==> src/swemr_pkg.sv <==
/*
 * constants for the write-leveling exit and pattern register readout block:
 * register offsets, field positions, reset values, mode register bits and
 * link-clock counts.
 * assumes: one core clock; all timing counts are in link clock periods.
 */
//
// Behaviour
// - leveling feedback on one prime dq per lane or all; others held low
// - dq outputs undefined from termination off until tMOD after exit command
// - any command accepted after tMOD; next mode command after tMRD
// - mode command to MR3 with A2 set enters pattern mode, clear leaves
// - in pattern mode reads take the MR3 A[1:0] location, never the array
// - in pattern mode read with auto precharge acts as plain read
// - with A2 clear, location bits ignored; reads and writes use the array
// - bit 0 of each lane carries data; upper bits copy it or are zero
// - full pattern burst needs A2 zero, returns positions 0 to 7 ascending
// - chopped pattern read: A2 zero gives positions 0-3, one gives 4-7
// - pattern reads ignore bank bits, A[9:3], A10, A11, A13, A14
// - A12 picks chop on the fly only if MR0 allows; normal latency
// - burst position 0 is location lsb, position 7 its msb
// - location zero holds alternating pattern 0,1,0,1,0,1,0,1
// - MR1 A7 set enters write leveling, clear exits
package swemr_pkg;

   // --------------------------------------------------------------
   // register bus
   // --------------------------------------------------------------
   localparam int BUS_AW = 8;
   localparam int BUS_DW = 32;
   localparam logic [7:0] ADDR_CTRL = 8'h00;
   localparam logic [7:0] ADDR_STATUS = 8'h04;
   localparam logic [31:0] CTRL_RESET = 32'h0000_0001;
   localparam logic [31:0] CTRL_MASK = 32'h0000_0003;
   localparam int CTRL_PRIME_BIT = 0;
   localparam int CTRL_COPY_BIT = 1;
   localparam int STAT_WL_BIT = 0;
   localparam int STAT_MPR_BIT = 1;
   localparam int STAT_LOC_LSB = 2;
   localparam int STAT_UNDEF_BIT = 4;
   localparam int STAT_BUSY_BIT = 5;
   localparam int STAT_BURST_BIT = 6;
   localparam int STAT_FB_BIT = 7;

   // --------------------------------------------------------------
   // command pins and mode register fields
   // --------------------------------------------------------------
   localparam int ADDR_W = 15;
   localparam int BA_W = 3;
   localparam int DQ_W = 16;
   localparam logic [2:0] MR0_SEL = 3'h0;
   localparam logic [2:0] MR1_SEL = 3'h1;
   localparam logic [2:0] MR3_SEL = 3'h3;
   localparam int MR1_WL_BIT = 7;
   localparam int MR3_MPR_BIT = 2;
   localparam int A_AP_BIT = 10;
   localparam int A_BC_BIT = 12;
   localparam int A_NIB_BIT = 2;
   localparam logic [1:0] BL_OTF = 2'h1;
   localparam logic [1:0] BL_BC4 = 2'h2;

   // --------------------------------------------------------------
   // pattern locations and timing counts (link clock periods)
   // --------------------------------------------------------------
   localparam logic [7:0] MPR_LOC0 = 8'hAA;
   localparam logic [7:0] MPR_RFU = 8'h00;
   localparam int T_MOD_NCK = 12;
   localparam int T_MRD_NCK = 4;
   localparam int READ_LAT_NCK = 6;

   // burst engine states
   typedef enum logic [1:0] {
      ST_IDLE = 2'b01,
      ST_BURST = 2'b10
   } swemr_burst_e;

endpackage : swemr_pkg

==> src/swemr_pat_if.sv <==
/*
 * carrier between the readout engine and the pattern lookup.
 * assumes: the lookup is purely combinational.
 */
`timescale 1ns/1ps
interface swemr_pat_if;
   logic [1:0] loc;
   logic [2:0] pos;
   logic bit_out;

   // engine asks for a location and burst position
   modport src (output loc, output pos, input bit_out);
   // lookup answers with one pattern bit
   modport gen (input loc, input pos, output bit_out);
endinterface : swemr_pat_if

==> src/swemr_pattern.sv <==
/*
 * pattern register lookup: location and burst position to one data bit.
 * assumes: caller registers the result before it reaches a pin.
 */
`timescale 1ns/1ps
module swemr_pattern (
   // pattern request
   swemr_pat_if.gen pat
);
   import swemr_pkg::*;

   // --------------------------------------------------------------
   // location contents
   // --------------------------------------------------------------
   function automatic logic [7:0] loc_word(input logic [1:0] loc);
      loc_word = (loc == 2'h0) ? MPR_LOC0 : MPR_RFU;
   endfunction : loc_word

   logic [7:0] word;

   // position 0 is the lsb, position 7 the msb
   assign word = loc_word(pat.loc);
   assign pat.bit_out = word[pat.pos];
endmodule : swemr_pattern

==> src/swemr_top.sv <==
/*
 * device-side write-leveling feedback and exit, and pattern register
 * readout, sampled on the core clock.
 * assumes: link clock and all pins are asynchronous to core_clk and much
 * slower (at least four core cycles per link half period).
 */
`timescale 1ns/1ps
module swemr_top #(
   parameter int READ_LAT = swemr_pkg::READ_LAT_NCK,
   parameter int MOD_NCK = swemr_pkg::T_MOD_NCK,
   parameter int MRD_NCK = swemr_pkg::T_MRD_NCK
) (
   // clock and reset
   input wire logic core_clk,
   input wire logic nrst,
   // link pins from the controller
   input wire logic ck,
   input wire logic cs_n,
   input wire logic ras_n,
   input wire logic cas_n,
   input wire logic we_n,
   input wire logic [swemr_pkg::BA_W-1:0] ba,
   input wire logic [swemr_pkg::ADDR_W-1:0] addr,
   input wire logic odt,
   input wire logic dqs,
   input wire logic dram_reset_n,
   // data pins toward the controller
   output logic [swemr_pkg::DQ_W-1:0] dq_o,
   output logic [swemr_pkg::DQ_W-1:0] dq_oe_n,
   // array access port
   output logic array_rd,
   output logic array_wr,
   output logic array_ap,
   output logic [swemr_pkg::BA_W-1:0] array_ba,
   output logic [swemr_pkg::ADDR_W-1:0] array_addr,
   input wire logic [swemr_pkg::DQ_W-1:0] array_rdata,
   // register bus
   input wire logic [swemr_pkg::BUS_AW-1:0] bus_addr,
   input wire logic [swemr_pkg::BUS_DW-1:0] bus_wdata,
   input wire logic bus_wr,
   input wire logic bus_rd,
   output logic [swemr_pkg::BUS_DW-1:0] bus_rdata
);
   import swemr_pkg::*;

   localparam int CA_W = 4 + BA_W + ADDR_W;
   localparam logic [3:0] MOD_LOAD = 4'(MOD_NCK);
   localparam logic [2:0] MRD_LOAD = 3'(MRD_NCK);

   // --------------------------------------------------------------
   // state
   // --------------------------------------------------------------
   typedef struct packed {
      logic [1:0] ck_s;
      logic [1:0] dqs_s;
      logic [1:0] odt_s;
      logic [1:0] rst_s;
      logic [CA_W-1:0] ca_s1;
      logic [CA_W-1:0] ca_s2;
      logic ck_d;
      logic dqs_d;
      logic [31:0] ctrl;
      logic [1:0] mr0_bl;
      logic wl_on;
      logic mpr_on;
      logic [1:0] loc;
      logic wl_fb;
      logic wl_seen;
      logic undef;
      logic [3:0] mod_cnt;
      logic [2:0] mrd_cnt;
      logic [READ_LAT-1:0][3:0] line;
      swemr_burst_e st;
      logic [2:0] beat;
      logic chop;
      logic hi;
      logic mpr_burst;
      logic [DQ_W-1:0] dq_o;
      logic [DQ_W-1:0] dq_oe_n;
      logic arr_rd;
      logic arr_wr;
      logic arr_ap;
      logic [BA_W-1:0] arr_ba;
      logic [ADDR_W-1:0] arr_addr;
      logic [31:0] rdata;
   } swemr_state_s;

   swemr_state_s r_reg;
   swemr_state_s r_next;
   swemr_pat_if pat ();
   logic [2:0] cur_pos;

   // --------------------------------------------------------------
   // pattern lookup
   // --------------------------------------------------------------
   swemr_pattern u_pattern (
      .pat (pat.gen)
   );

   // burst position of the beat now being shown
   always_comb begin
      if (r_reg.chop) begin
         cur_pos = {r_reg.hi, r_reg.beat[1:0]};
      end else begin
         cur_pos = r_reg.beat;
      end
   end
   assign pat.loc = r_reg.loc;
   assign pat.pos = cur_pos;

   // --------------------------------------------------------------
   // next state
   // --------------------------------------------------------------
   always_comb begin
      logic ck_rise;
      logic ck_edge;
      logic dqs_rise;
      logic is_mrs;
      logic is_rd;
      logic is_wr;
      logic [BA_W-1:0] c_ba;
      logic [ADDR_W-1:0] c_a;
      logic chop;
      logic b;
      logic [3:0] ent;
      ck_rise = 1'b0;
      ck_edge = 1'b0;
      dqs_rise = 1'b0;
      is_mrs = 1'b0;
      is_rd = 1'b0;
      is_wr = 1'b0;
      c_ba = r_reg.ca_s2[ADDR_W +: BA_W];
      c_a = r_reg.ca_s2[ADDR_W-1:0];
      chop = 1'b0;
      b = pat.bit_out;
      ent = 4'h0;
      r_next = r_reg;

      // two-stage synchronisers for every pin
      r_next.ck_s = {r_reg.ck_s[0], ck};
      r_next.dqs_s = {r_reg.dqs_s[0], dqs};
      r_next.odt_s = {r_reg.odt_s[0], odt};
      r_next.rst_s = {r_reg.rst_s[0], dram_reset_n};
      r_next.ca_s1 = {cs_n, ras_n, cas_n, we_n, ba, addr};
      r_next.ca_s2 = r_reg.ca_s1;
      r_next.ck_d = r_reg.ck_s[1];
      r_next.dqs_d = r_reg.dqs_s[1];
      ck_rise = r_reg.ck_s[1] & ~r_reg.ck_d;
      ck_edge = r_reg.ck_s[1] ^ r_reg.ck_d;
      dqs_rise = r_reg.dqs_s[1] & ~r_reg.dqs_d;

      // command decode, acting on link clock rising edges only
      if (ck_rise && !r_reg.ca_s2[CA_W-1]) begin
         unique case (r_reg.ca_s2[CA_W-2 -: 3])
            3'b000: is_mrs = 1'b1;
            3'b101: is_rd = 1'b1;
            3'b100: is_wr = 1'b1;
            default: ;
         endcase
      end
      r_next.arr_rd = 1'b0;
      r_next.arr_wr = 1'b0;

      // link-clock counters guarding the mode change settle time
      if (ck_rise) begin
         if (r_reg.mod_cnt != 4'h0) begin
            r_next.mod_cnt = r_reg.mod_cnt - 4'h1;
         end
         if (r_reg.mrd_cnt != 3'h0) begin
            r_next.mrd_cnt = r_reg.mrd_cnt - 3'h1;
         end
         if (r_reg.mod_cnt == 4'h1 && !r_reg.wl_on) begin
            r_next.undef = 1'b0;
         end
      end

      // mode register commands, next one only after the short delay
      if (is_mrs && r_reg.mrd_cnt == 3'h0) begin
         r_next.mod_cnt = MOD_LOAD;
         r_next.mrd_cnt = MRD_LOAD;
         unique case (c_ba)
            MR0_SEL: r_next.mr0_bl = c_a[1:0];
            MR1_SEL: begin
               r_next.wl_on = c_a[MR1_WL_BIT];
               if (c_a[MR1_WL_BIT] && !r_reg.wl_on) begin
                  r_next.wl_seen = 1'b0;
               end
               if (!c_a[MR1_WL_BIT] && r_reg.wl_on) begin
                  r_next.undef = 1'b1;
               end
            end
            MR3_SEL: begin
               r_next.mpr_on = c_a[MR3_MPR_BIT];
               r_next.loc = c_a[1:0];
            end
            default: ;
         endcase
      end

      // reads and writes wait for the full settle time
      chop = (r_reg.mr0_bl == BL_BC4) ||
             (r_reg.mr0_bl == BL_OTF && !c_a[A_BC_BIT]);
      if (is_rd && r_reg.mod_cnt == 4'h0) begin
         ent = {1'b1, chop, chop & c_a[A_NIB_BIT], r_reg.mpr_on};
         if (!r_reg.mpr_on) begin
            r_next.arr_rd = 1'b1;
            r_next.arr_ap = c_a[A_AP_BIT];
            r_next.arr_ba = c_ba;
            r_next.arr_addr = c_a;
         end
      end
      if (is_wr && r_reg.mod_cnt == 4'h0 && !r_reg.mpr_on) begin
         r_next.arr_wr = 1'b1;
         r_next.arr_ap = c_a[A_AP_BIT];
         r_next.arr_ba = c_ba;
         r_next.arr_addr = c_a;
      end

      // read latency line, then burst beats on every link edge
      if (ck_edge && r_reg.st == ST_BURST) begin
         if (r_reg.beat == (r_reg.chop ? 3'h3 : 3'h7)) begin
            r_next.st = ST_IDLE;
         end else begin
            r_next.beat = r_reg.beat + 3'h1;
         end
      end
      if (ck_rise) begin
         r_next.line = {r_reg.line[READ_LAT-2:0], ent};
         if (r_reg.line[READ_LAT-1][3]) begin
            r_next.st = ST_BURST;
            r_next.beat = 3'h0;
            r_next.chop = r_reg.line[READ_LAT-1][2];
            r_next.hi = r_reg.line[READ_LAT-1][1];
            r_next.mpr_burst = r_reg.line[READ_LAT-1][0];
         end
      end

      // leveling: sample link clock on each strobe rise
      if (r_reg.wl_on && !r_reg.undef && dqs_rise) begin
         r_next.wl_fb = r_reg.ck_s[1];
         r_next.wl_seen = 1'b1;
      end
      if (r_reg.wl_on && r_reg.wl_seen && !r_reg.odt_s[1]) begin
         r_next.undef = 1'b1;
      end

      // data pins
      r_next.dq_oe_n = {DQ_W{1'b1}};
      r_next.dq_o = {DQ_W{1'b0}};
      if (r_reg.undef) begin
         r_next.dq_oe_n = {DQ_W{1'b1}};
      end else if (r_reg.wl_on && r_reg.wl_seen) begin
         r_next.dq_oe_n = {DQ_W{1'b0}};
         if (r_reg.ctrl[CTRL_PRIME_BIT]) begin
            r_next.dq_o = {7'h00, r_reg.wl_fb, 7'h00, r_reg.wl_fb};
         end else begin
            r_next.dq_o = {DQ_W{r_reg.wl_fb}};
         end
      end else if (r_reg.st == ST_BURST) begin
         r_next.dq_oe_n = {DQ_W{1'b0}};
         if (!r_reg.mpr_burst) begin
            r_next.dq_o = array_rdata;
         end else if (r_reg.ctrl[CTRL_COPY_BIT]) begin
            r_next.dq_o = {DQ_W{b}};
         end else begin
            r_next.dq_o = {7'h00, b, 7'h00, b};
         end
      end

      // device reset pin clears leveling and pattern modes; MR0 burst length and location kept
      if (!r_reg.rst_s[1]) begin
         r_next.wl_on = 1'b0;
         r_next.mpr_on = 1'b0;
         r_next.undef = 1'b0;
         r_next.wl_seen = 1'b0;
         r_next.mod_cnt = 4'h0;
         r_next.mrd_cnt = 3'h0;
         r_next.line = '0;
         r_next.st = ST_IDLE;
         r_next.arr_rd = 1'b0;
         r_next.arr_wr = 1'b0;
      end

      // register bus slave
      if (bus_wr && bus_addr == ADDR_CTRL) begin
         r_next.ctrl = bus_wdata & CTRL_MASK;
      end
      r_next.rdata = 32'h0000_0000;
      if (bus_rd) begin
         if (bus_addr == ADDR_CTRL) begin
            r_next.rdata = r_reg.ctrl;
         end else if (bus_addr == ADDR_STATUS) begin
            r_next.rdata[STAT_WL_BIT] = r_reg.wl_on;
            r_next.rdata[STAT_MPR_BIT] = r_reg.mpr_on;
            r_next.rdata[STAT_LOC_LSB +: 2] = r_reg.loc;
            r_next.rdata[STAT_UNDEF_BIT] = r_reg.undef;
            r_next.rdata[STAT_BUSY_BIT] = (r_reg.mod_cnt != 4'h0);
            r_next.rdata[STAT_BURST_BIT] = (r_reg.st == ST_BURST);
            r_next.rdata[STAT_FB_BIT] = r_reg.wl_fb;
         end
      end
   end

   // --------------------------------------------------------------
   // state register
   // --------------------------------------------------------------
   always_ff @(posedge core_clk or negedge nrst) begin
      if (!nrst) begin
         r_reg <= '0;
         r_reg.st <= ST_IDLE;
         r_reg.ctrl <= CTRL_RESET;
         r_reg.dq_oe_n <= {DQ_W{1'b1}};
      end else begin
         r_reg <= r_next;
      end
   end

   // outputs straight from flip-flops
   assign dq_o = r_reg.dq_o;
   assign dq_oe_n = r_reg.dq_oe_n;
   assign array_rd = r_reg.arr_rd;
   assign array_wr = r_reg.arr_wr;
   assign array_ap = r_reg.arr_ap;
   assign array_ba = r_reg.arr_ba;
   assign array_addr = r_reg.arr_addr;
   assign bus_rdata = r_reg.rdata;
endmodule : swemr_top

==> config.mk <==
export PLATFORM = sky130hd
export DESIGN_NAME = swemr_top
export DESIGN_NICKNAME = d
export VERILOG_FILES = /design/src/swemr_pkg.sv /design/src/swemr_pat_if.sv /design/src/swemr_pattern.sv /design/src/swemr_top.sv
export SDC_FILE = /design/constraint.sdc
export NUM_CORES = 1
export LEC_CHECK = 0
export ABC_AREA = 1
export BUFFER_PORTS_ARGS = -buffer_cell sky130_fd_sc_hd__buf_2
export CAP_MARGIN = 10
export CELL_PAD_IN_SITES_DETAIL_PLACEMENT = 0
export CELL_PAD_IN_SITES_GLOBAL_PLACEMENT = 1
export CORE_MARGIN = 2
export CORE_UTILIZATION = 35
export DETAILED_ROUTE_END_ITERATION = 10
export GPL_TIMING_DRIVEN = 1
export PLACE_DENSITY = 0.7
export SYNTH_ARGS = -nofsm -noshare
export SYNTH_HDL_FRONTEND = slang
export SYNTH_HIERARCHICAL = 1
export SYNTH_SLANG_ARGS = --single-unit
==> constraint.sdc <==
create_clock -name core_clk -period 2.2 [get_ports core_clk]
set_input_delay 0.33 -clock core_clk [delete_from_list [all_inputs] [get_ports core_clk]]
set_output_delay 0.33 -clock core_clk [all_outputs]
set_load 0.02 [all_outputs]
==> metrics.txt, run 1 <==
DIE AREA 0.0178 sq mm; Final HPWL DP 7670 um; RSZ-0062 raised after global routing false; share of layout cells above drive strength 1 a little over a quarter; Vias/cell around 4.3; Final Slew Violations 0; TritonCTS clock tree built; row cnt 47; Peak VDD IR a little under 0.0006 V; Clock Pin Slew Worst Setup and Hold Paths 0.06 ns; Min-Delay Path Class in2reg; most frequent cells in the layout dfrtp_1, buf_2, nand2_1; Worst-Margin Slew 0.545 ns; fin cells 883; Core ar. 0.0165 sq mm; Worst-Skew Late Latency approximately 0.42 ns; worst reg2reg setup slack 0.35 ns; Syn. warnings 6; design area 0.00685 sq mm; DR pass1 iterations 4; number of CTS-inserted buffers 17; Cells after Synth 567; Power, Total slightly above 6000 uW; Antenna Violating Nets Remaining 0; # setup viols final 0; final hold slack between 0.02 and 0.025 ns; setup_tns 0 ns; CTS Root Cell clkbuf_16; Worst Setup End Kind register; Crit Path Category reg2reg; fillers 1627; mean post-synth cell area 10.3 sq um; DP Cell Count 835; maximum clock insertion buffer count 2; worst r2r path cells 7; synthesized area ~0.0058 sq mm; largest net degree at the start of global routing 58; Final nets 742; gpl congestion 0.767; CP startpoint kind register; initial antenna violation count 0; gr usage total between 10% and 20%; clk sink count 142; crit-path max FO 18; clock skew 0.00818 ns; H-tree depth 4; wire per inst 12.3 um; worst rel slew slack between 60% and 70%; min cycle time layout about 1.8 ns; Total Wirelength 10800 um; Max Clock Freq 541 MHz; placed cell areas 0.00613 sq mm; hold path cells 1; number of global-route vias before repair 3686; Syn-to-layout area delta 17.2%; via count ~3800; Diodes inserted 0; leading cell type in the layout, fill and taps excluded dfrtp_1; first-pass GRT wire length 17900 um; CP required 2.55 ns; FF+latch area ~0.0036 sq mm; status finished clean; Initial Util 35.5%; leakage 0.00350 uW; final hold viol count 0; drt initial violations 130; CP arrival between 2 and 2.5 ns; P per Cell Area 882 mW/mm^2; PortBufs 116; Largest register FFs 67; chip width 133 um; max-cap violations 0; DIE HEIGHT around 130 um; Post-route DRC 0; total overflow reported by the global router 0; period utilisation layout 84.0%; area of the multi-input gates 0.00143 sq mm; Top-Level Pins approximately 170; setup bufs post-CTS 0
[report_power, final]
group	leakage (uW)	internal, uW	switching, uW
logic	0.00140	191	348
registers	0.00182	2750	74.5
clock network	0.000276	1520	1160
total	0.00350	4460	1580
[cell type report]
type,instances,area share [%]
multi-input combinational,294,20.9
sequential,142,51.9
clock inverter,13,1.83
clock buffer,19,6.46
inverter,56,3.07
tap,220,4.02
timing repair buffer,139,11.8
[routing by layer]
metal | up-vias | routed length [um] | track usage, %
met4 | 0 | 197 | 5.20
met1 | 1803 | 4780 | 16.0
met2 | 119 | 5270 | 20.7
li1 | 1886 | - | -
met5 | - | 0 | 0
met3 | 12 | 591 | 3.88
[stage by stage]
step                utilization, %  setup slack, ns
floorplan                        -            0.760
global placement              37.2            0.440
detailed placement            37.2            0.383
CTS                           41.6            0.335
global route                  41.6            0.222
finish                        41.6            0.352
[timing repair]
item                                   in CTS  in global routing
resized for setup                           0                  0
endpoints found under the hold margin      48                  1
hold buffers                               15                  1
setup endpoints to repair                   0                  0
[worst max-delay path: stages (launching register included)]
cell and delay (ns):
dfrtp_1 0.40, ha_1 0.42, nand2_1 0.13, nor3_2 0.17
nand3_2 0.16, nand2_2 0.33, nand2_1 0.10, nand2_1 0.07
[path summary, 6_finish.rpt]
path,start,end
max in group asynchronous,nrst,r_reg[91]$_DFF_PN1_
hold reg to reg,r_next[216]$_DFF_PN0_,r_next[165]$_DFF_PN0_
setup reg to reg,r_next[166]$_DFF_PN0_,array_addr[10]$_DFFE_PN0P_
setup / recovery,r_next[166]$_DFF_PN0_,array_addr[10]$_DFFE_PN0P_
hold / removal,cs_n,r_next[188]$_DFF_PN0_
min in group asynchronous,nrst,r_reg[125]$_DFFE_PN0P_
Note: power is estimated with default switching activity, not from simulation.
==> run 2: changes to the inputs <==
Settings changed: PLACE_DENSITY 0.7 to 0.72.
Clock period 2.2 ns to 1.69 ns, I/O delays scaled along.
==> metrics.txt, run 2 (synthesis gave the netlist of run 1 again) <==
maximum clock insertion buffer count 2 (unchanged); total overflow reported by the global router 0 (unchanged); worst r2r src r_reg[120]$_DFFE_PN0P_; Initial Util 35.5% (unchanged); crit-path max FO 19 (+1); RR Endpoint array_addr[5]$_DFFE_PN0P_; CP arrival 1.90 ns (-0.30 ns); worst reg2reg setup slack 0.09 ns (-0.26 ns); Critical path buffers and inverters 3 (+3); first-pass GRT wire length 18600 um (+3.7%); chip width 133 um (unchanged); final hold viol count 0 (unchanged); Worst-Skew Late Latency 0.42 ns (about the same); wire per inst 12.7 um (+3.6%); CP delay by family, top buffers and inverters; DIE AREA 0.0178 sq mm (unchanged); DP Cell Count 841 (+0.72%); fillers 1574 (-3.3%); fin cells 902 (+2.2%); RSZ-0062 raised after global routing false; min cycle time layout 1.60 ns (-0.251 ns); initial antenna violation count 0 (unchanged); worst path cell trace inv_1, ha_2, nand2_2, inv_2, nand4_4, buf_8, nand3_1, nand2_1; period utilisation layout 94.5% (+11 points); Total Wirelength 11500 um (+5.9%); row cnt 47 (unchanged); Peak VDD IR 0.000707 V (+21%); drt initial violations 204 (+57%); share of layout cells above drive strength 1 27.1% (+1.0 points); TritonCTS clock tree built; worst r2r path cells 8 (+1); CTS Root Cell clkbuf_16; CP startpoint kind register; Top-Level Pins 171 (unchanged); Hold Path Sink r_reg[133]$_DFFE_PN1P_; Core ar. 0.0165 sq mm (unchanged); Final nets 761 (+2.6%); Post-route DRC 0 (unchanged); PortBufs 116 (unchanged); leading cell type in the layout, fill and taps excluded dfrtp_1; most frequent cells in the layout dfrtp_1, buf_2, nand2_1; Crit-path slowest cell dfrtp_1; via count 3920 (+2.6%); Final HPWL DP 7890 um (+2.9%); clock skew 0.00809 ns (-0.0000924 ns); DIE HEIGHT 133 um (unchanged); status finished clean; Final Slew Violations 0 (unchanged); hold path cells 3 (+2); Vias/cell 4.35 (+0.46%); clk sink count 142 (unchanged); setup_tns 0 ns (unchanged); Clock Pin Slew Worst Setup and Hold Paths 0.06 ns (about the same); Diodes inserted 0 (unchanged); number of global-route vias before repair 3838 (+4.1%); CP required 1.99 ns (-0.56 ns); gr usage total 13.4% (+0.59 points); Syn-to-layout area delta 21.3%; gpl congestion 0.751 (-2.1%); largest net degree at the start of global routing 49 (-16%); Largest register FFs 67 (unchanged); Worst Setup End Kind register; P per Cell Area 1130 mW/mm^2 (+28%); leakage 0.00360 uW (+2.7%); H-tree depth 4 (unchanged); CP max stage delay 0.38 ns (-0.04 ns); FF+latch area 0.00356 sq mm (unchanged); max-cap violations 0 (unchanged); # setup viols final 0 (unchanged); DR pass1 iterations 4 (unchanged); Antenna Violating Nets Remaining 0 (unchanged); Min-Delay Path Class in2reg; area of the multi-input gates 0.00147 sq mm (+2.8%); Max Clock Freq 626 MHz (+16%); Crit Path Category reg2reg; Hold Startpoint bus_wdata[0]; number of CTS-inserted buffers 17 (unchanged)
run 2: per-layer routing:
metal | GRT usage (%) | vias up | part of all wire (%)
li1 | - | 1917 | -
met1 | 17.1 | 1864 | 44
met2 | 21.3 | 122 | 48
met3 | 4.22 | 17 | 6.1
met4 | 5.14 | 0 | 1.5
met5 | 0 | - | 0
run 2: cell type report:
| cell class | instances | area share [%] |
|---|---|---|
| clock buffer | 21 | 6.63 |
| multi-input combinational | 295 | 20.7 |
| timing repair buffer | 157 | 14.1 |
| tap | 220 | 3.88 |
| sequential | 142 | 50.1 |
| clock inverter | 11 | 1.55 |
| inverter | 56 | 2.96 |
run 2: timing repair:
action                                  CTS  global route
buffers inserted                          0             1
endpoints found under the setup margin    0            24
hold buffers                             27             0
gates resized for setup                   0            10
endpoints found under the hold margin    63             0
run 2: worst max-delay path by stage:
| stage | depth (start not counted) | from | slack, ns | to |
|---|---|---|---|---|
| finish | 8 | r_reg[120]$_DFFE_PN0P_ | 0.09 | array_addr[5]$_DFFE_PN0P_ |
| global route | 8 | r_reg[120]$_DFFE_PN0P_ | 0.006 | array_addr[5]$_DFFE_PN0P_ |
| CTS | 8 | r_reg[120]$_DFFE_PN0P_ | 0.04 | array_ba[2]$_DFFE_PN0P_ |
| detailed placement | 8 | r_reg[120]$_DFFE_PN0P_ | 0.06 | array_ba[2]$_DFFE_PN0P_ |
| global placement | 8 | r_reg[120]$_DFFE_PN0P_ | 0.12 | array_addr[7]$_DFFE_PN0P_ |
| floorplan | 10 | r_reg[166]$_DFF_PN0_ | 0.25 | array_addr[10]$_DFFE_PN0P_ |
run 2: power by group:
part           internal [uW]  total (uW)  switching, uW
Sequential              3590        3690            101
Clock                   2150        3580           1430
Combinational            276         739            463
run 2: per-stage QoR:
stage	setup WS (ns)	utilization, %	instance area [sq um]	power, uW	hold slack, ns
after floorplan	0.250	-	5930	4300	-0.0421
final	0.0922	43.1	7090	8010	0.0661
after global placement	0.123	37.6	6180	4420	0.201
after CTS	0.0449	42.7	7030	8090	0.0573
after detailed placement	0.0594	37.6	6180	4440	0.208
after global routing	0.00616	43.1	7090	8340	0.0685
run 2: worst min-delay path, stage by stage:
cell     delay, ns
buf_2         0.10
nand3_1       0.07
nand2_1       0.06
